File: src/ple_pkg.sv
// Shared constants and types for the preload engine and its controlling core.
package ple_pkg;

   // ----------------------------------------------------------------
   // Engine operation codes
   // ----------------------------------------------------------------
   typedef enum logic [3:0] {
      OP_PARAM_RD  = 4'h1,
      OP_PARAM_WR  = 4'h2,
      OP_FLUSH     = 4'h3,
      OP_PAUSE     = 4'h4,
      OP_RESUME    = 4'h5,
      OP_KILL      = 4'h6,
      OP_PROGRAM   = 4'h7,
      OP_FREE_RD   = 4'h8,
      OP_ACTIVE_RD = 4'h9
   } op_code_t;

   // ----------------------------------------------------------------
   // Parameter control register layout
   // ----------------------------------------------------------------
   localparam int PC_LEN_MASK_MSB = 29;
   localparam int PC_LEN_MASK_LSB = 16;
   localparam int PC_CNT_MASK_MSB = 15;
   localparam int PC_CNT_MASK_LSB = 8;
   localparam int PC_WAIT_MSB = 7;
   localparam int PC_WAIT_LSB = 0;
   localparam logic [29:0] PARAM_RST = 30'h3fff_ff00;

   // ----------------------------------------------------------------
   // Channel operand layout
   // ----------------------------------------------------------------
   localparam int OPD_BASE_MSB = 63;
   localparam int OPD_BASE_LSB = 34;
   localparam int OPD_LEN_MSB = 31;
   localparam int OPD_LEN_LSB = 18;
   localparam int OPD_STRIDE_MSB = 17;
   localparam int OPD_STRIDE_LSB = 10;
   localparam int OPD_CNT_MSB = 9;
   localparam int OPD_CNT_LSB = 2;

   typedef struct packed {
      logic [29:0] base;
      logic [13:0] len;
      logic [7:0] stride;
      logic [7:0] cnt;
   } entry_t;

   // ----------------------------------------------------------------
   // Controller register map (byte offsets) and command fields
   // ----------------------------------------------------------------
   localparam logic [4:0] REG_CMD = 5'h00;
   localparam logic [4:0] REG_DATA_LO = 5'h04;
   localparam logic [4:0] REG_DATA_HI = 5'h08;
   localparam logic [4:0] REG_RESULT = 5'h0c;
   localparam logic [4:0] REG_STATUS = 5'h10;
   localparam logic [4:0] REG_GATES = 5'h14;
   localparam int CMD_PRIV_BIT = 8;
   localparam int CMD_NS_BIT = 9;

endpackage

File: src/ple_if.sv
// Operation port between the issuing core and the preload engine.
`timescale 1ns/1ps
`default_nettype none
interface ple_if;
   import ple_pkg::*;
   logic op_valid;
   op_code_t op_code;
   logic [63:0] op_wdata;
   logic op_priv;
   logic op_ns;
   logic nonsecure_access_gate;
   logic user_access_enable;
   logic op_done;
   logic op_undef;
   logic [31:0] op_rdata;

   modport engine (
      input op_valid, op_code, op_wdata, op_priv, op_ns,
      input nonsecure_access_gate, user_access_enable,
      output op_done, op_undef, op_rdata
   );
   modport core (
      output op_valid, op_code, op_wdata, op_priv, op_ns,
      output nonsecure_access_gate, user_access_enable,
      input op_done, op_undef, op_rdata
   );
endinterface
`default_nettype wire

File: src/preload_engine.sv
// Preload engine: parameter register, channel queue and prefetch request generator.
//
// Our own choices: the register addresses and the Avalon-MM register port.
`timescale 1ns/1ps
`default_nettype none
module preload_engine
   import ple_pkg::*;
#(
   parameter int DEPTH = 16,
   parameter bit PRESENT = 1'b1,
   parameter int LINE_WORDS = 8
) (
   input wire logic mclk_i,
   input wire logic nrst_i,
   input wire logic en_i,
   ple_if.engine bus,
   output logic pf_valid_o,
   output logic [31:0] pf_addr_o,
   input wire logic pf_ready_i,
   output logic ovf_event_o
);

   // ----------------------------------------------------------------
   // Elaboration checks
   // ----------------------------------------------------------------
   generate
      if (!(DEPTH == 16 || DEPTH == 8 || DEPTH == 4)) begin : g_bad_depth
         $error("DEPTH must be 4, 8 or 16");
      end
      if (LINE_WORDS < 1 || LINE_WORDS > 8192 || (LINE_WORDS & (LINE_WORDS - 1)) != 0) begin : g_bad_line
         $error("LINE_WORDS must be a power of two up to 8192");
      end
   endgenerate

   localparam int AW = $clog2(DEPTH);
   localparam logic [4:0] DEPTH5 = 5'(DEPTH);
   localparam logic [14:0] LINE_MASK = 15'(LINE_WORDS - 1);

   logic [29:0] param_ff;
   logic paused_ff;
   entry_t fifo_mem [DEPTH];
   logic [AW-1:0] wr_ptr_ff;
   logic [AW-1:0] rd_ptr_ff;
   logic [AW:0] count_ff;
   logic active_ff;
   logic [29:0] blk_base_ff;
   logic [13:0] word_ff;
   logic [13:0] len_ff;
   logic [7:0] stride_ff;
   logic [7:0] blocks_left_ff;
   logic [7:0] wait_ff;
   logic pf_valid_ff;
   logic [31:0] pf_addr_ff;
   logic done_ff;
   logic undef_ff;
   logic [31:0] rdata_ff;
   logic ovf_ff;

   // ----------------------------------------------------------------
   // Operation decode and permission checks
   // ----------------------------------------------------------------
   logic ns_ok;
   logic priv_ok;
   logic eng_ok;
   logic legal;
   logic take;
   always_comb begin
      ns_ok = !bus.op_ns || bus.nonsecure_access_gate;
      priv_ok = ns_ok && bus.op_priv;
      eng_ok = ns_ok && (bus.op_priv || bus.user_access_enable);
      case (bus.op_code)
         OP_PARAM_RD, OP_PARAM_WR: legal = PRESENT && priv_ok;
         OP_FLUSH, OP_PAUSE, OP_RESUME, OP_KILL, OP_PROGRAM: legal = PRESENT && eng_ok;
         OP_FREE_RD, OP_ACTIVE_RD: legal = 1'b1;
         default: legal = 1'b0;
      endcase
   end
   assign take = bus.op_valid && legal;

   logic do_param_wr;
   logic do_flush;
   logic do_pause;
   logic do_resume;
   logic do_kill;
   logic do_prog;
   logic full;
   logic push;
   logic kill_any;
   logic start;
   assign do_param_wr = take && bus.op_code == OP_PARAM_WR;
   assign do_flush = take && bus.op_code == OP_FLUSH; // Operand is ignored.
   assign do_pause = take && bus.op_code == OP_PAUSE;
   assign do_resume = take && bus.op_code == OP_RESUME;
   assign do_kill = take && bus.op_code == OP_KILL;
   assign do_prog = take && bus.op_code == OP_PROGRAM;
   assign full = count_ff == (AW + 1)'(DEPTH);
   assign push = do_prog && !full;
   assign kill_any = do_flush || do_kill || do_prog;
   // A queued channel starts only when the engine is idle and not paused.
   assign start = !active_ff && !paused_ff && count_ff != '0 && !kill_any && !do_pause;

   // The operand's reserved bits 33:32 and 1:0 are never stored.
   entry_t new_entry;
   assign new_entry = '{
      base: bus.op_wdata[OPD_BASE_MSB:OPD_BASE_LSB],
      len: bus.op_wdata[OPD_LEN_MSB:OPD_LEN_LSB],
      stride: bus.op_wdata[OPD_STRIDE_MSB:OPD_STRIDE_LSB],
      cnt: bus.op_wdata[OPD_CNT_MSB:OPD_CNT_LSB]
   };

   // ----------------------------------------------------------------
   // Parameter register and pause state
   // ----------------------------------------------------------------
   // Bits 31:30 are not held, so they read as zero.
   always_ff @(posedge mclk_i or negedge nrst_i) begin
      if (!nrst_i) begin
         param_ff <= PARAM_RST;
      end else if (en_i && do_param_wr) begin
         param_ff <= bus.op_wdata[29:0];
      end
   end

   // Pause is remembered even with no channel, so later channels wait too.
   always_ff @(posedge mclk_i or negedge nrst_i) begin
      if (!nrst_i) begin
         paused_ff <= 1'b0;
      end else if (en_i) begin
         if (do_pause) begin
            paused_ff <= 1'b1;
         end else if (do_resume) begin
            paused_ff <= 1'b0;
         end
      end
   end

   // ----------------------------------------------------------------
   // Channel queue
   // ----------------------------------------------------------------
   // Storage has no reset; only the pointers and the count need one.
   always_ff @(posedge mclk_i) begin
      if (en_i && push && !do_flush) begin
         fifo_mem[wr_ptr_ff] <= new_entry;
      end
   end

   always_ff @(posedge mclk_i or negedge nrst_i) begin
      if (!nrst_i) begin
         wr_ptr_ff <= '0;
         rd_ptr_ff <= '0;
         count_ff <= '0;
      end else if (en_i) begin
         if (do_flush) begin
            wr_ptr_ff <= '0;
            rd_ptr_ff <= '0;
            count_ff <= '0;
         end else begin
            if (push) begin
               wr_ptr_ff <= wr_ptr_ff + 1'b1;
            end
            if (start) begin
               rd_ptr_ff <= rd_ptr_ff + 1'b1;
            end
            count_ff <= count_ff + (AW + 1)'(push) - (AW + 1)'(start);
         end
      end
   end

   // ----------------------------------------------------------------
   // Request address stepping
   // ----------------------------------------------------------------
   // Requests go one cache line at a time, with lines counted from word 0 at the block's base.
   logic [14:0] step_word;
   logic blk_last;
   logic chan_last;
   logic [13:0] next_word;
   logic [29:0] next_base;
   logic [7:0] ws;
   always_comb begin
      ws = param_ff[PC_WAIT_MSB:PC_WAIT_LSB];
      step_word = ({1'b0, word_ff} | LINE_MASK) + 15'h0001;
      blk_last = step_word > {1'b0, len_ff};
      chan_last = blk_last && blocks_left_ff == 8'h00;
      next_word = blk_last ? 14'h0000 : step_word[13:0];
      // Next block begins after this one plus the stride gap.
      next_base = blk_last ? blk_base_ff + 30'(len_ff) + 30'h0000_0001 + 30'(stride_ff) : blk_base_ff;
   end

   // ----------------------------------------------------------------
   // Active channel and prefetch request
   // ----------------------------------------------------------------
   always_ff @(posedge mclk_i or negedge nrst_i) begin
      if (!nrst_i) begin
         active_ff <= 1'b0;
         blk_base_ff <= '0;
         word_ff <= '0;
         len_ff <= '0;
         stride_ff <= '0;
         blocks_left_ff <= '0;
         wait_ff <= '0;
         pf_valid_ff <= 1'b0;
         pf_addr_ff <= '0;
      end else if (en_i) begin
         if (kill_any) begin
            active_ff <= 1'b0;
            pf_valid_ff <= 1'b0;
         end else if (do_pause && !(pf_valid_ff && pf_ready_i)) begin
            pf_valid_ff <= 1'b0; // Withdrawn and reissued after resume.
         end else if (start) begin
            active_ff <= 1'b1;
            blk_base_ff <= fifo_mem[rd_ptr_ff].base;
            word_ff <= '0;
            len_ff <= fifo_mem[rd_ptr_ff].len & param_ff[PC_LEN_MASK_MSB:PC_LEN_MASK_LSB];
            stride_ff <= fifo_mem[rd_ptr_ff].stride;
            blocks_left_ff <= fifo_mem[rd_ptr_ff].cnt & param_ff[PC_CNT_MASK_MSB:PC_CNT_MASK_LSB];
            wait_ff <= '0;
         end else if (active_ff) begin
            if (pf_valid_ff && pf_ready_i) begin
               if (chan_last) begin
                  active_ff <= 1'b0;
                  pf_valid_ff <= 1'b0;
               end else begin
                  word_ff <= next_word;
                  blk_base_ff <= next_base;
                  if (blk_last) begin
                     blocks_left_ff <= blocks_left_ff - 8'h01;
                  end
                  // Zero wait states keep the request up for back-to-back issue.
                  if (ws == 8'h00 && !paused_ff && !do_pause) begin
                     pf_addr_ff <= {next_base + 30'(next_word), 2'b00};
                  end else begin
                     pf_valid_ff <= 1'b0;
                     wait_ff <= (ws == 8'h00) ? 8'h00 : ws - 8'h01;
                  end
               end
            end else if (!pf_valid_ff && !paused_ff) begin
               if (wait_ff != 8'h00) begin
                  wait_ff <= wait_ff - 8'h01;
               end else begin
                  pf_valid_ff <= 1'b1;
                  pf_addr_ff <= {blk_base_ff + 30'(word_ff), 2'b00};
               end
            end
         end
      end
   end

   // ----------------------------------------------------------------
   // Operation answer and overflow event
   // ----------------------------------------------------------------
   logic [31:0] rd_value;
   always_comb begin
      case (bus.op_code)
         OP_PARAM_RD: rd_value = {2'b00, param_ff};
         OP_FREE_RD: rd_value = PRESENT ? {27'h000_0000, DEPTH5 - 5'(count_ff)} : 32'h0000_0000;
         OP_ACTIVE_RD: rd_value = {31'h0000_0000, active_ff};
         default: rd_value = 32'h0000_0000;
      endcase
   end

   always_ff @(posedge mclk_i or negedge nrst_i) begin
      if (!nrst_i) begin
         done_ff <= 1'b0;
         undef_ff <= 1'b0;
         rdata_ff <= '0;
         ovf_ff <= 1'b0;
      end else if (en_i) begin
         done_ff <= bus.op_valid;
         undef_ff <= bus.op_valid && !legal;
         rdata_ff <= (bus.op_valid && legal) ? rd_value : 32'h0000_0000;
         ovf_ff <= do_prog && full;
      end
   end

   assign bus.op_done = done_ff;
   assign bus.op_undef = undef_ff;
   assign bus.op_rdata = rdata_ff;
   assign pf_valid_o = pf_valid_ff;
   assign pf_addr_o = pf_addr_ff;
   assign ovf_event_o = ovf_ff;

endmodule
`default_nettype wire

File: src/flat_wrapper.sv
// flat-port wrapper written by rule: the top's interface ports become plain ports
module preload_engine_flat import ple_pkg::*;
#(
   parameter int DEPTH = 16,
   parameter bit PRESENT = 1'b1,
   parameter int LINE_WORDS = 8
)
  (mclk_i, nrst_i, en_i, pf_valid_o, pf_addr_o, pf_ready_i, ovf_event_o, bus_op_valid, bus_op_code, bus_op_wdata, bus_op_priv, bus_op_ns, bus_nonsecure_access_gate, bus_user_access_enable, bus_op_done, bus_op_undef, bus_op_rdata);
  ple_if bus_i ();
  input wire logic mclk_i;
  input wire logic nrst_i;
  input wire logic en_i;
  output logic pf_valid_o;
  output logic [31:0] pf_addr_o;
  input wire logic pf_ready_i;
  output logic ovf_event_o;
  input wire logic [$bits(bus_i.op_valid)-1:0] bus_op_valid;
  input wire logic [$bits(bus_i.op_code)-1:0] bus_op_code;
  input wire logic [$bits(bus_i.op_wdata)-1:0] bus_op_wdata;
  input wire logic [$bits(bus_i.op_priv)-1:0] bus_op_priv;
  input wire logic [$bits(bus_i.op_ns)-1:0] bus_op_ns;
  input wire logic [$bits(bus_i.nonsecure_access_gate)-1:0] bus_nonsecure_access_gate;
  input wire logic [$bits(bus_i.user_access_enable)-1:0] bus_user_access_enable;
  output wire logic [$bits(bus_i.op_done)-1:0] bus_op_done;
  output wire logic [$bits(bus_i.op_undef)-1:0] bus_op_undef;
  output wire logic [$bits(bus_i.op_rdata)-1:0] bus_op_rdata;
  assign bus_i.op_valid = bus_op_valid;
  assign bus_i.op_code = bus_op_code;
  assign bus_i.op_wdata = bus_op_wdata;
  assign bus_i.op_priv = bus_op_priv;
  assign bus_i.op_ns = bus_op_ns;
  assign bus_i.nonsecure_access_gate = bus_nonsecure_access_gate;
  assign bus_i.user_access_enable = bus_user_access_enable;
  assign bus_op_done = bus_i.op_done;
  assign bus_op_undef = bus_i.op_undef;
  assign bus_op_rdata = bus_i.op_rdata;
  preload_engine #(.DEPTH(DEPTH), .PRESENT(PRESENT), .LINE_WORDS(LINE_WORDS)) u_core (.mclk_i(mclk_i), .nrst_i(nrst_i), .en_i(en_i), .bus(bus_i), .pf_valid_o(pf_valid_o), .pf_addr_o(pf_addr_o), .pf_ready_i(pf_ready_i), .ovf_event_o(ovf_event_o));
endmodule
File: config.mk
export PLATFORM = sky130hd
export DESIGN_NAME = preload_engine_flat
export DESIGN_NICKNAME = d
export VERILOG_FILES = /design/src/ple_pkg.sv /design/src/ple_if.sv /design/src/preload_engine.sv /design/src/flat_wrapper.sv
export SDC_FILE = /design/constraint.sdc
export NUM_CORES = 1
export LEC_CHECK = 0
export BUFFER_PORTS_ARGS = -buffer_cell sky130_fd_sc_hd__clkbuf_2
export CAP_MARGIN = 10
export CORE_MARGIN = 2
export CORE_UTILIZATION = 45
export CTS_CLUSTER_SIZE = 28
export DETAILED_ROUTE_END_ITERATION = 12
export MAX_ROUTING_LAYER = met4
export PLACE_DENSITY_LB_ADDON = 0.08
export SETUP_SLACK_MARGIN = 0.4
export SYNTH_ARGS = -nofsm -noshare
export SYNTH_HDL_FRONTEND = slang
export SYNTH_SLANG_ARGS = --single-unit
File: constraint.sdc
create_clock -name mclk_i -period 8.3 [get_ports mclk_i]
set_input_delay 0.415 -clock mclk_i [delete_from_list [all_inputs] [get_ports mclk_i]]
set_output_delay 0.415 -clock mclk_i [all_outputs]
set_load 0.05 [all_outputs]
Yosys cells after proc, flatten, opt, wreduce, memory -nomap -nowiden
Memory sizes are Yosys's and may differ from the RTL's.
Cells that the tools add are included.

storage, ports and cells
  flip-flop bits (word level) = 195
  RAM bits = 960
  logic and storage cells = 181
  memories = 1

memories
  memory           words  width  read ports  clocked after Yosys merged registers in  write ports  RTL line              RTL
  u_core.fifo_mem  16     60     1           0                                        1            preload_engine.sv:41  entry_t fifo_mem [DEPTH];

operators by class
  add/subtract/negate cells = 14
  $lt $le $gt $ge = 1
  eq/ne operators = 20
  multiplexer cells = 55
  bitwise gates (word level) = 5
  reductions and logical operators = 67

operator list
  cell                   number
  $mux 30                6
  $mux 32                5
  $mux 8                 13
  $add 30x14->30         3
  $pmux 30 s3            1
  $mux 14                5
  $add 30x1->30 const B  1
  $add 30x8->30          1
  $logic_and 1x1->1      25
  $sub 8x1->8 const B    3
  $mux 1                 19
  $eq 4x3->1 const B     4
  $logic_not 8->1        2
  $mux 4                 4
  $add 14x1->15 const B  1
  $gt 15x14->1           1
  $and 14x14->14         1
  $reduce_bool 2->1      7
  $reduce_and 6->1       2
  $logic_not 1->1        10
  $ne 3x2->1 const B     3
  $reduce_and 9->1       1
  $reduce_bool 3->1      3
  $add 4x1->4 const B    2
  other kinds (25)       39

Depth between registers and ports, before layout
Gate-level depths: netlist of the first run.

  depth after elaboration = 15
  gate-level depth with buffers = 29
  depth with buffers taken out = 25

Worst setup path before layout of the first run
Ideal clock, no wire load.

  kind = input to register
  from = in bus_op_ns
  to = mem u_core.fifo_mem[1][0] in the netlist's numbering (enable)
  arrival time = 7.461 ns
  setup slack = 0.213 ns
  stages = 8
  path through = inv_1 -> o22ai_1 -> or3b_2 -> clkbuf_1 -> or3_1 -> nor2_1 -> nand2_1 -> nor4_1

on the way
  longest elaborated chain between the ends = 11

ends and longest elaborated chain
  item                                         RTL line                                    RTL
  start: declaration                           flat_wrapper.sv:21                          input wire logic [$bits(bus_i.op_ns)-1:0] bus_op_ns;
  $logic_not 1->1 *                            preload_engine.sv:68                        ns_ok = !bus.op_ns || bus.nonsecure_access_gate;
  $logic_or 1x1->1 *                           preload_engine.sv:68
  $logic_and 1x1->1, on equally long branches  preload_engine.sv:70, preload_engine.sv:69
  $pmux 1 s3 *                                 preload_engine.sv:71                        case (bus.op_code)
  $logic_and 1x1->1 *                          preload_engine.sv:78                        assign take = bus.op_valid && legal;
  $logic_and 1x1->1                            preload_engine.sv:95                        assign do_prog = take && bus.op_code == OP_PROGRAM;
  $logic_and 1x1->1                            preload_engine.sv:97                        assign push = do_prog && !full;
  $logic_and 1x1->1                            preload_engine.sv:141                       if (en_i && push && !do_flush) begin
  $logic_and 1x1->1 *                          preload_engine.sv:141
  $mux 1 *                                     preload_engine.sv:141
  $mux 1 (not written as such) *               preload_engine.sv:142                       fifo_mem[wr_ptr_ff] <= new_entry;
  end: declaration                             preload_engine.sv:41

Mark *: on every way between the ends. The rest lies on a longest branch, timed or not.

Worst setup path after layout of the first run
  from = reg u_core.word_ff[5]
  to = reg u_core.pf_addr_ff[31] (netlist: u_core.pf_addr_o[31])

on the way
  longest elaborated chain between the ends = 7

ends and longest elaborated chain
  item                                RTL line                                      RTL
  start: declaration                  preload_engine.sv:47                          logic [13:0] word_ff;
  start signal: assignment            preload_engine.sv:222                         word_ff <= next_word;
  $add 14x1->15                       preload_engine.sv:180                         step_word = ({1'b0, word_ff} | LINE_MASK) + 15'h0001;
  $gt 15x14->1                        preload_engine.sv:181                         blk_last = step_word > {1'b0, len_ff};
  $mux 30 or $mux 14 (tied branches)  preload_engine.sv:185, preload_engine.sv:183
  $add 30x14->30                      preload_engine.sv:229                         pf_addr_ff <= {next_base + 30'(next_word), 2'b00};
  $mux 32                             preload_engine.sv:228                         if (ws == 8'h00 && !paused_ff && !do_pause) begin
  $mux 32                             preload_engine.sv:218                         if (chan_last) begin
  $mux 32                             preload_engine.sv:217                         if (pf_valid_ff && pf_ready_i) begin
  end signal: assignment              preload_engine.sv:229
  end signal: assignment              preload_engine.sv:240                         pf_addr_ff <= {blk_base_ff + 30'(word_ff), 2'b00};
  end: declaration                    preload_engine.sv:53                          logic [31:0] pf_addr_ff;

Several ways; a longest one is shown, not always the timed one. The select of a mux whose other input is x is not followed.
A chain may end at the register's enable or synchronous reset.

==> impl_metrics.py, run 1 <==
metrics = {
    "floorplan": {
        "dieArea_um2": 111000,
        "io_pins": 145,
        "row_count": 120,
        "die_y_um": 333,
        "coreArea_um2": 107000,
        "start_util_pct": 45.4,
        "dieWidth_um": 333,
    },
    "setup_path": {
        "crit_arrival_ns": 7.31,
        "reg2reg_setup_slack_ns": 1.55,
        "reg2reg_depth": 23,
        "worstReg2RegStart": "u_core.word_ff[5]",
        "worst_path_most_repeated_cell": "and4_1",
        "endpoint": "u_core.pf_addr_o[31]",
        "worstSetupPathType": "flip-flop to flip-flop",
        "endpoint_kind": "flip-flop",
        "max_stage_delay_ns": 0.64,
        "startpoint": "u_core.word_ff[5]",
        "required_ns": 8.86,
        "r2r-end": "u_core.pf_addr_o[31]",
        "crit_chain": "and4_1 -> and4_1 -> nand3_1 -> xor2_1 -> inv_1 -> ha_1 -> and4_1 -> nand4_1 -> or4_1 -> o21a_1 -> or2_1 -> nor2_1 -> a21oi_1 -> ha_1 -> and3_1 -> and3_1 -> inv_1 -> a211oi_1 -> o22ai_1 -> nor4_4 -> nand3_1 -> o21ai_0 -> o211ai_1",
        "crit_path_top_delay_cell": "or2_1",
        "cp-start-kind": "flip-flop",
        "cp_max_fo": 22,
    },
    "global_routing": {
        "grt_pass1_wl_um": 192000,
        "track_usage_pct": 24.7,
        "antenna_found_initial": 9,
        "grt_max_degree": 108,
        "first_global_vias": 27600,
        "gr-total-overflow": 0,
    },
    "drt": {
        "drt_wl_total_um": 132000,
        "drt-initial-drc-count": 2444,
        "vias": 27000,
        "dr.pass1.iters": 7,
        "avgRoutedWirePerCell_um": 29.0,
        "vias_per_cell": 5.94,
        "route.detailed.drc": 0,
        "ant_nets": 0,
    },
    "sta": {
        "grt_setup_unrepaired": "false",
        "period_minus_slack_ns": 6.75,
        "setup_slack_ns": 1.55,
        "fin_worst_skew_ns": 0.0259,
        "period_share_pct": 81.3,
        "relSlewSlack_pct": 22.0,
        "tightest_slew_ns": 1.16,
        "fmax_mhz": 148,
        "drv_slew": 0,
        "hold_violations": 0,
        "setup_viol": 0,
        "tns_ns": 0,
    },
    "clocking": {
        "clk_latency_ns": 0.71,
        "cts-root-buf": "clkbuf_16",
        "cts_tree": "yes",
        "cts.sink_count": 1148,
        "cts_buffer_depth": 3,
        "cts_buffers": 119,
        "clk_pin_slew_ns": 0.06,
        "ctsHtreeMaxLevel": 3,
        "cts_resized": 0,
        "postCtsSetupBuffers": 0,
    },
    "placed_design": {
        "dp_cells": 4309,
        "preCtsSetupSlack_ns": 1.59,
        "dpl.hpwl_um": 76900,
        "place.gp.congestion": 0.922,
        "place_area_um2": 51000,
        "port-buffer-count": 138,
    },
    "synthesis": {
        "ys_types": 84,
        "synthTopCellsByArea": "edfxtp_1 59%, mux4_2 11%, dfrtp_1 8.6%",
        "netlist_area_um2": 48600,
        "synthAdderAreaFrac_pct": 2.43,
        "synth_simple_gate_area_share_pct": 4.57,
        "syn_inst": 2881,
        "synth_top_area_share_pct": 59.3,
        "synth_seq_cells": 1148,
        "yosysMostFrequentCell": "edfxtp_1",
        "synth-edff-count": 960,
        "yosysSeqAreaShare_pct": 69.1,
        "netlist_top_cells_count": "960 x edfxtp_1, 234 x mux4_2, 166 x dfrtp_1",
        "synthXorXnorAreaFrac_pct": 1.50,
        "synthArstFlopShare_pct": 16.4,
        "yosysTopAreaCell": "edfxtp_1",
        "avgSynthCellArea_um2": 16.9,
        "synth_compound_area_share_pct": 6.72,
        "synth_top_family_by_area": "multiplexers",
        "synthMuxAreaShare_pct": 13.8,
        "yosys_warnings": 0,
        "synth-main-ff-cell": "edfxtp_1",
    },
    "layout": {
        "fin_util_pct": 51.3,
        "fin_nets": 3196,
        "area_delta_synth_final_pct": 13.2,
        "drive_above_1_share_pct": 22.6,
        "design_area_um2": 55000,
        "layoutNonFillerInstCount": 4544,
    },
    "power": {
        "ir_drop_uv": 346,
        "cellLeakagePower_nw": 19.1,
        "pwr_density_cell_nw_per_um2": 323,
    },
    "worst_hold_path": {
        "hold_start": "bus_op_wdata[51]",
        "min_path_type": "input port to flip-flop",
    },
    "flow_run": {
        "maxCapViolCount": 0,
    },
    "run_status": {
        "outcome": "completed",
    },
}
## cell families (layout without fill, tap and decap cells)
logic type | after synthesis | after routing
xor gates and xnor gates | 83 | 83
buffers and inverters | 234 | 486
other | 1 | 9
AOI/OAI and AO/OA | 494 | 494
and+or+nand+nor | 462 | 462
DFF | 1148 | 1148
muxes | 371 | 371
adders and majority gates | 88 | 88
## how the worst min path moves through the flow
stage | endpoint | cells after the start
after floorplan | u_core.active_ff | 0
after global placement | u_core.pf_addr_o[3] | 2
after detailed placement | u_core.pf_addr_o[9] | 2
after CTS | u_core.fifo_mem[10][47] | 1
after global routing | u_core.fifo_mem[5][48] | 1
final | u_core.fifo_mem[10][47] | 1
## report_power, final
| group | total, W | internal (W) | switching [W] | leakage, nW |
|---|---|---|---|---|
| logic | 0.00534 | 0.00228 | 0.00306 | 6.11 |
| clock network | 0.00541 | 0.00317 | 0.00224 | 1.94 |
| registers | 0.00702 | 0.00654 | 0.000487 | 11.0 |
| total | 0.0178 | 0.0120 | 0.00579 | 19.1 |
## layout make-up
cell class / count / area (µm²)
tap: 1403 / 1760
clock inverter: 69 / 708
fill: 8732 / 52100
sequential: 1148 / 33600
clock buffer: 156 / 3240
timing repair buffer: 191 / 1200
antenna: 5 / 12.5
inverter: 70 / 265
multi-input combinational: 1502 / 14200
## state kept, by name (all words and copies together), names as in the netlist
register	count
u_core.active_ff	1
u_core.blk_base_ff	30
u_core.blocks_left_ff	8
u_core.bus.op_done	1
u_core.bus.op_rdata	30
u_core.bus.op_undef	1
u_core.count_ff	5
u_core.fifo_mem	960
u_core.len_ff	14
u_core.ovf_event_o	1
u_core.param_ff	30
u_core.paused_ff	1
u_core.pf_addr_o	30
u_core.pf_valid_o	1
u_core.rd_ptr_ff	4
u_core.stride_ff	8
u_core.wait_ff	8
u_core.word_ff	11
u_core.wr_ptr_ff	4
## per-layer routing
layer  wire [µm]  track usage (%)  share of wire, %  up-vias
met1       56300             33.3                43    14200
li1            -                -                 -    11800
met3        7970             3.82               6.1      215
met4        4620             8.78               3.5        0
met2       62900             38.3                48      832
met5           0                -                 0        -
## critical path: cells and delay by family (launching register included)
| kind | cells | cell delay [ns] |
|---|---|---|
| fa+ha+maj | 2 | 0.76 |
| buf+inv | 2 | 0.13 |
| flops | 1 | 0.47 |
| xor+xnor | 1 | 0.25 |
| compound gates | 6 | 1.43 |
| simple gates | 12 | 3.54 |
## layout by cell type (no fill, tap or decap), drive strengths merged, types with 14 or more instances in the layout
master,count
clkinv,47
nand2,148
o31ai,17
a21o,21
bufinv,14
nor2b,16
buf,49
mux2i,98
nand4,14
dfstp,22
a22oi,29
clkbuf,293
nand3,49
dfrtp,166
edfxtp,960
nor2,115
inv,73
a31oi,16
o21ai,145
mux4,234
xor2,28
and3,15
and2,18
ha,76
nor3,34
a22o,26
a21oi,104
xnor2,55
o22ai,16
mux2,39
a221oi,45
## per-stage QoR
step / hold slack (ns) / total power [W]
floorplan: 0.119 / 0.0109
global placement: 0.476 / 0.0124
detailed placement: 0.474 / 0.0125
CTS: 0.0641 / 0.0179
global route: 0.119 / 0.0186
finish: 0.116 / 0.0178
## what timing repair did
action / in CTS / in global routing
hold buffers: 5 / 0
endpoints found under the setup margin: 0 / 0
hold endpoints to repair: 97 / 0
Power figures use the tool's default switching activity.
==> run 2, diff against run 1 <==
==> constraint.sdc (replaced) <==
create_clock -name mclk_i -period 6.5 [get_ports mclk_i]
set_input_delay 0.325 -clock mclk_i [delete_from_list [all_inputs] [get_ports mclk_i]]
set_output_delay 0.325 -clock mclk_i [all_outputs]
set_load 0.05 [all_outputs]
==> run 2 against run 1 <==
Net effect:
- non-clock buffer count up 42
- combinational power is 32% higher
- highest routed layer unchanged
- critical path depth increased by 3
- wire length rose by 2.4%
- die area is the same
==> impl_metrics.py, run 2 (synthesis results as in run 1) <==
metrics = {
    "run_status": {
        "outcome": "completed",
    },
    "setup_path": {
        "cp-start-kind": "flip-flop",
        "reg2reg_depth": 26,
        "max_stage_delay_ns": 0.54,
        "worstReg2RegStart": "u_core.word_ff[5]",
        "crit_path_top_delay_cell": "or4_1",
        "required_ns": 7.12,
        "crit_arrival_ns": 6.42,
        "r2r-end": "u_core.pf_addr_o[27]",
        "worstSetupPathType": "flip-flop to flip-flop",
        "endpoint_kind": "flip-flop",
        "cp_max_fo": 22,
        "startpoint": "u_core.word_ff[5]",
        "cpLargestDelayFamily": "simple AND/OR/NAND/NOR gates",
        "cp_num_buf_inv": 3,
        "reg2reg_setup_slack_ns": 0.70,
    },
    "floorplan": {
        "io_pins": 145,
        "row_count": 120,
        "dieWidth_um": 333,
        "die_y_um": 333,
        "start_util_pct": 45.4,
        "coreArea_um2": 107000,
        "dieArea_um2": 111000,
    },
    "placed_design": {
        "place_area_um2": 51100,
        "place.gp.congestion": 0.880,
        "port-buffer-count": 138,
        "dpl.hpwl_um": 77300,
        "dp_cells": 4322,
    },
    "sta": {
        "drv_slew": 0,
        "grt_setup_unrepaired": "false",
        "setup_viol": 0,
        "fin_worst_skew_ns": 0.0264,
        "relSlewSlack_pct": 27.5,
        "hold_violations": 0,
        "fmax_mhz": 173,
        "period_minus_slack_ns": 5.80,
        "tightest_slew_ns": 1.08,
        "period_share_pct": 89.2,
    },
    "power": {
        "ir_drop_uv": 231,
        "pwr_density_cell_nw_per_um2": 413,
        "cellLeakagePower_nw": 19.3,
    },
    "drt": {
        "drt-initial-drc-count": 2367,
        "avgRoutedWirePerCell_um": 29.4,
        "drt_wl_total_um": 135000,
        "route.detailed.drc": 0,
        "vias_per_cell": 6.00,
        "vias": 27500,
        "ant_nets": 0,
        "dr.pass1.iters": 5,
    },
    "global_routing": {
        "grt_busiest_layer": "met2",
        "antenna_found_initial": 5,
        "groute.layer.met1.usage_pct": 34.7,
        "gr-total-overflow": 0,
        "first_global_vias": 27900,
        "grt_pass1_wl_um": 196000,
        "grt_max_degree": 105,
        "use_met3_pct": 2.71,
        "met2_usage_pct": 40.4,
        "track_usage_pct": 25.2,
    },
    "flow_run": {
        "maxCapViolCount": 0,
    },
    "clocking": {
        "clk_latency_ns": 0.71,
        "cts_buffers": 119,
        "cts.sink_count": 1148,
        "cts_tree": "yes",
        "cts_buffer_depth": 3,
        "cts-root-buf": "clkbuf_16",
        "clk_pin_slew_ns": 0.06,
        "ctsHtreeMaxLevel": 3,
    },
    "layout": {
        "drive_above_1_share_pct": 23.2,
        "final_cell_mix": "960 x edfxtp_1, 234 x mux4_2, 160 x dfrtp_1",
        "largest_reg_flops": 960,
        "area_delta_synth_final_pct": 14.3,
        "fin_nets": 3238,
        "top_register": "u_core.fifo_mem",
        "layoutNonFillerInstCount": 4584,
        "design_area_um2": 55500,
        "final_common_cell": "edfxtp_1",
    },
    "worst_hold_path": {
        "min_path_type": "input port to flip-flop",
        "whs_path_depth": 1,
        "hold_end": "u_core.fifo_mem[0][33]",
        "hold_start": "bus_op_wdata[37]",
    },
}
[run 2: cell types whose count changed in the layout (fill, tap and decap cells not counted), moves of 4 or more]
cell	change
buf_12	+7
buf_4	+10
clkbuf_1	+4
clkinv_2	-11
dlygate4sd3_1	+25
[run 2: final cells by class]
cell class              instances  area, µm²
diodes                          2       5.00
clock buffers                 161       3260
clock inverters                65        726
fillers                      8725      51500
inverters                      70        265
multi-input cells            1502      14300
flip-flops and latches       1148      33600
well taps                    1403       1760
repair buffers                233       1660
[run 2: worst max-delay path by stage]
stage                            end  slack [ns]  depth (start not counted)
2_1_floorplan  u_core.fifo_mem[1][0]       -1.50                          8
3_3_place_gp    u_core.pf_addr_o[30]        0.13                         24
3_5_place_dp    u_core.pf_addr_o[30]        0.08                         24
4_1_cts         u_core.pf_addr_o[31]        0.43                         25
5_1_grt         u_core.pf_addr_o[27]        0.39                         26
6_report        u_core.pf_addr_o[27]        0.70                         26
[run 2: layer usage]
layer  routed length, µm  share of wire [%]
met3                5930                4.4
met4                2800                2.1
met1               60100                 45
met2               66100                 49
met5                   0                  0
[run 2: worst register-to-register path, stage by stage (launching register included)]
cell	delay, ns
dfrtp_2	0.42
and4_1	0.29
and4_2	0.31
nand3_1	0.13
xor2_2	0.20
inv_1	0.08
ha_1	0.31
and4_1	0.19
nand4_1	0.11
or4_1	0.54
o21a_2	0.24
nor2_2	0.19
buf_12	0.19
nand2_1	0.09
o31ai_1	0.11
ha_1	0.27
fa_1	0.24
a21o_1	0.15
a21oi_1	0.10
nand2b_1	0.21
a211oi_4	0.25
o22ai_2	0.17
nor4_4	0.32
buf_4	0.20
nand4_1	0.10
xor2_1	0.16
o21ai_0	0.16
[run 2: power breakdown]
| part | leakage (nW) | switching, W | internal, W |
|---|---|---|---|
| Clock | 1.92 | 0.00286 | 0.00406 |
| Sequential | 11.0 | 0.000614 | 0.00835 |
| Combinational | 6.35 | 0.00406 | 0.00299 |
| Total | 19.3 | 0.00754 | 0.0154 |
[run 2: per-stage QoR]
step                setup slack, ns  total power (W)  hold WS [ns]  setup TNS [ns]  util, %
floorplan                     -1.50           0.0140        0.0294         -359.30        -
global placement              0.132           0.0160         0.388               0     47.8
detailed placement           0.0789           0.0161         0.405               0     47.8
global route                  0.394           0.0240        0.0446               0     51.9
CTS                           0.427           0.0231       0.00103               0     51.8
finish                        0.704           0.0229        0.0434               0     51.9
[run 2: repair_timing]
| item | 4_1_cts | 5_1_grt |
|---|---|---|
| hold endpoints to repair | 428 | 0 |
| pin swaps | 2 | 2 |
| gates resized for setup | 5 | 14 |
| hold buffers | 30 | 0 |
| buffers inserted | 0 | 4 |
| setup endpoints to repair | 9 | 11 |
==> run 3, diff against run 2 <==
--- a/config.mk
+++ b/config.mk
@@ -7,13 +7,15 @@
 export LEC_CHECK = 0
 export BUFFER_PORTS_ARGS = -buffer_cell sky130_fd_sc_hd__clkbuf_2
 export CAP_MARGIN = 10
-export CORE_MARGIN = 2
+export CORE_MARGIN = 4
 export CORE_UTILIZATION = 45
 export CTS_CLUSTER_SIZE = 28
 export DETAILED_ROUTE_END_ITERATION = 12
 export MAX_ROUTING_LAYER = met4
 export PLACE_DENSITY_LB_ADDON = 0.08
+export RECOVER_POWER = 100
 export SETUP_SLACK_MARGIN = 0.4
 export SYNTH_ARGS = -nofsm -noshare
 export SYNTH_HDL_FRONTEND = slang
 export SYNTH_SLANG_ARGS = --single-unit
+export TNS_END_PERCENT = 5
==> run 3 against run 2 <==
Net effect:
- the run now ends with max-capacitance violations, max-slew violations left
- setup slack got worse by 0.18 ns
- wire length fell by 1.1%
- global-route usage decreased by 0.90 points
- sequential share of layout area up 0.58 points
- count of clock-buffer cells in the layout is 13 higher
- total power down 0.87%
- final cell count hardly changed
- first-iteration DRC count increased by 0.46%
- via count down 0.88%
- combinational power shrank 1%
- critical endpoint is now u_core.pf_addr_o[25]
- final area shrank 0.95%
- largest cell class unchanged
- core utilization shrank 0.49 points
==> impl_metrics.py, run 3 (synthesis results as in run 1) <==
metrics = {
    "run_status": {
        "outcome": "finished with violations",
        "violations": "max-capacitance violations, max-slew violations",
    },
    "sta": {
        "period_minus_slack_ns": 5.98,
        "drv_slew": 883,
        "grt_setup_unrepaired": "false",
        "fin_worst_skew_ns": 0.0246,
        "relSlewSlack_pct": -157,
        "setup_viol": 0,
        "tightest_slew_ns": 3.85,
        "fmax_mhz": 167,
        "tns_ns": 0,
        "period_share_pct": 92.0,
        "setup_slack_ns": 0.523,
        "hold_violations": 0,
    },
    "global_routing": {
        "grt_pass1_wl_um": 193000,
        "grt_max_degree": 108,
        "first_global_vias": 27700,
        "gr-total-overflow": 0,
        "antenna_found_initial": 8,
        "track_usage_pct": 24.3,
    },
    "drt": {
        "drt-initial-drc-count": 2378,
        "ant_nets": 0,
        "avgRoutedWirePerCell_um": 29.1,
        "dr.pass1.iters": 5,
        "drt_wl_total_um": 133000,
        "vias": 27200,
        "vias_per_cell": 5.94,
        "route.detailed.drc": 0,
    },
    "layout": {
        "final_cell_mix": "960 x edfxtp_1, 234 x mux4_2, 183 x clkbuf_1",
        "area_delta_synth_final_pct": 13.2,
        "drive_above_1_share_pct": 18.1,
        "layoutNonFillerInstCount": 4588,
        "top_register": "u_core.fifo_mem",
        "design_area_um2": 55000,
        "final_common_cell": "edfxtp_1",
        "largest_reg_flops": 960,
        "fin_nets": 3237,
        "nFillCells": 8818,
    },
    "placed_design": {
        "dpl.hpwl_um": 77500,
        "place.gp.congestion": 0.905,
        "port-buffer-count": 138,
        "preCtsSetupSlack_ns": 0.103,
        "place_area_um2": 51100,
        "dp_cells": 4324,
    },
    "clocking": {
        "cts_buffer_depth": 3,
        "cts-root-buf": "clkbuf_16",
        "cts_buffers": 120,
        "clk_latency_ns": 0.70,
        "ctsHtreeMaxLevel": 3,
        "cts_tree": "yes",
        "cts.sink_count": 1148,
        "clk_pin_slew_ns": 0.06,
    },
    "floorplan": {
        "dieWidth_um": 337,
        "coreArea_um2": 107000,
        "die_y_um": 337,
        "start_util_pct": 45.4,
        "row_count": 120,
        "io_pins": 145,
        "dieArea_um2": 113000,
    },
    "power": {
        "ir_drop_uv": 251,
        "pwr_density_cell_nw_per_um2": 413,
        "cellLeakagePower_nw": 18.7,
    },
    "setup_path": {
        "endpoint_kind": "flip-flop",
        "reg2reg_setup_slack_ns": 0.52,
        "required_ns": 7.13,
        "max_stage_delay_ns": 0.55,
        "worstSetupPathType": "flip-flop to flip-flop",
        "cp_max_fo": 15,
        "cp-start-kind": "flip-flop",
        "crit_path_top_delay_cell": "or4_1",
        "crit_arrival_ns": 6.61,
    },
    "worst_hold_path": {
        "min_path_type": "input port to flip-flop",
    },
    "flow_run": {
        "maxCapViolCount": 31,
    },
}
run 3: worst paths after layout:
path,startpoint,to,depth (start not counted)
max,u_core.word_ff[6],u_core.pf_addr_o[25],25
min in group asynchronous,nrst_i,u_core.blk_base_ff[28],2
min reg2reg,u_core.pf_addr_o[2],u_core.pf_addr_o[2],2
min,bus_op_code[3],u_core.bus.op_undef,4
max reg2reg,u_core.word_ff[6],u_core.pf_addr_o[25],25
max in group asynchronous,nrst_i,u_core.word_ff[7],3
run 3: stage by stage:
step	utilization (%)	total power [W]	hold slack, ns
final	51.4	0.0227	0.0519
after global routing	51.4	0.0239	0.0615
after CTS	51.7	0.0229	0.00109
after detailed placement	47.8	0.0161	0.479
after global placement	47.8	0.0160	0.473
after floorplan	-	0.0140	0.0294
run 3: worst max-delay path, delay by kind of cell, from the launching register on:
family	cells	cell delay, ns
flops	1	0.45
fa+ha+maj	2	0.60
compound gates	8	1.70
buf+inv	4	0.63
xor+xnor	1	0.27
simple gates	10	2.27
run 3: layout make-up:
type | count | area (µm²) | area share (%)
sequential | 1148 | 33600 | 61.0
timing repair buffer | 231 | 1250 | 2.28
antenna | 6 | 15.0 | 0.0273
inverter | 70 | 265 | 0.482
clock buffer | 174 | 3460 | 6.30
multi-input combinational | 1502 | 14200 | 25.8
tap | 1403 | 1760 | 3.19
clock inverter | 54 | 495 | 0.901
run 3: repair_timing:
item | in CTS | in global routing
pin swaps | 1 | 4
gates resized for setup | 3 | 16
buffers inserted | 3 | 6
hold buffers | 21 | 0
cloned | 0 | 0
hold endpoints to repair | 278 | 0
endpoints found under the setup margin | 9 | 19
run 3: where the power goes:
part           switching, W  internal, W
logic               0.00402      0.00296
clock network       0.00280      0.00400
registers          0.000606      0.00835
total               0.00743       0.0153
run 3: layer usage:
metal  vias up  track usage (%)  share of wire, %
met5         -                -                 0
met4         0             6.80               2.8
met2       793             37.2                47
met3       190             3.63               5.6
li1      11900                -                 -
met1     14400             34.3                44
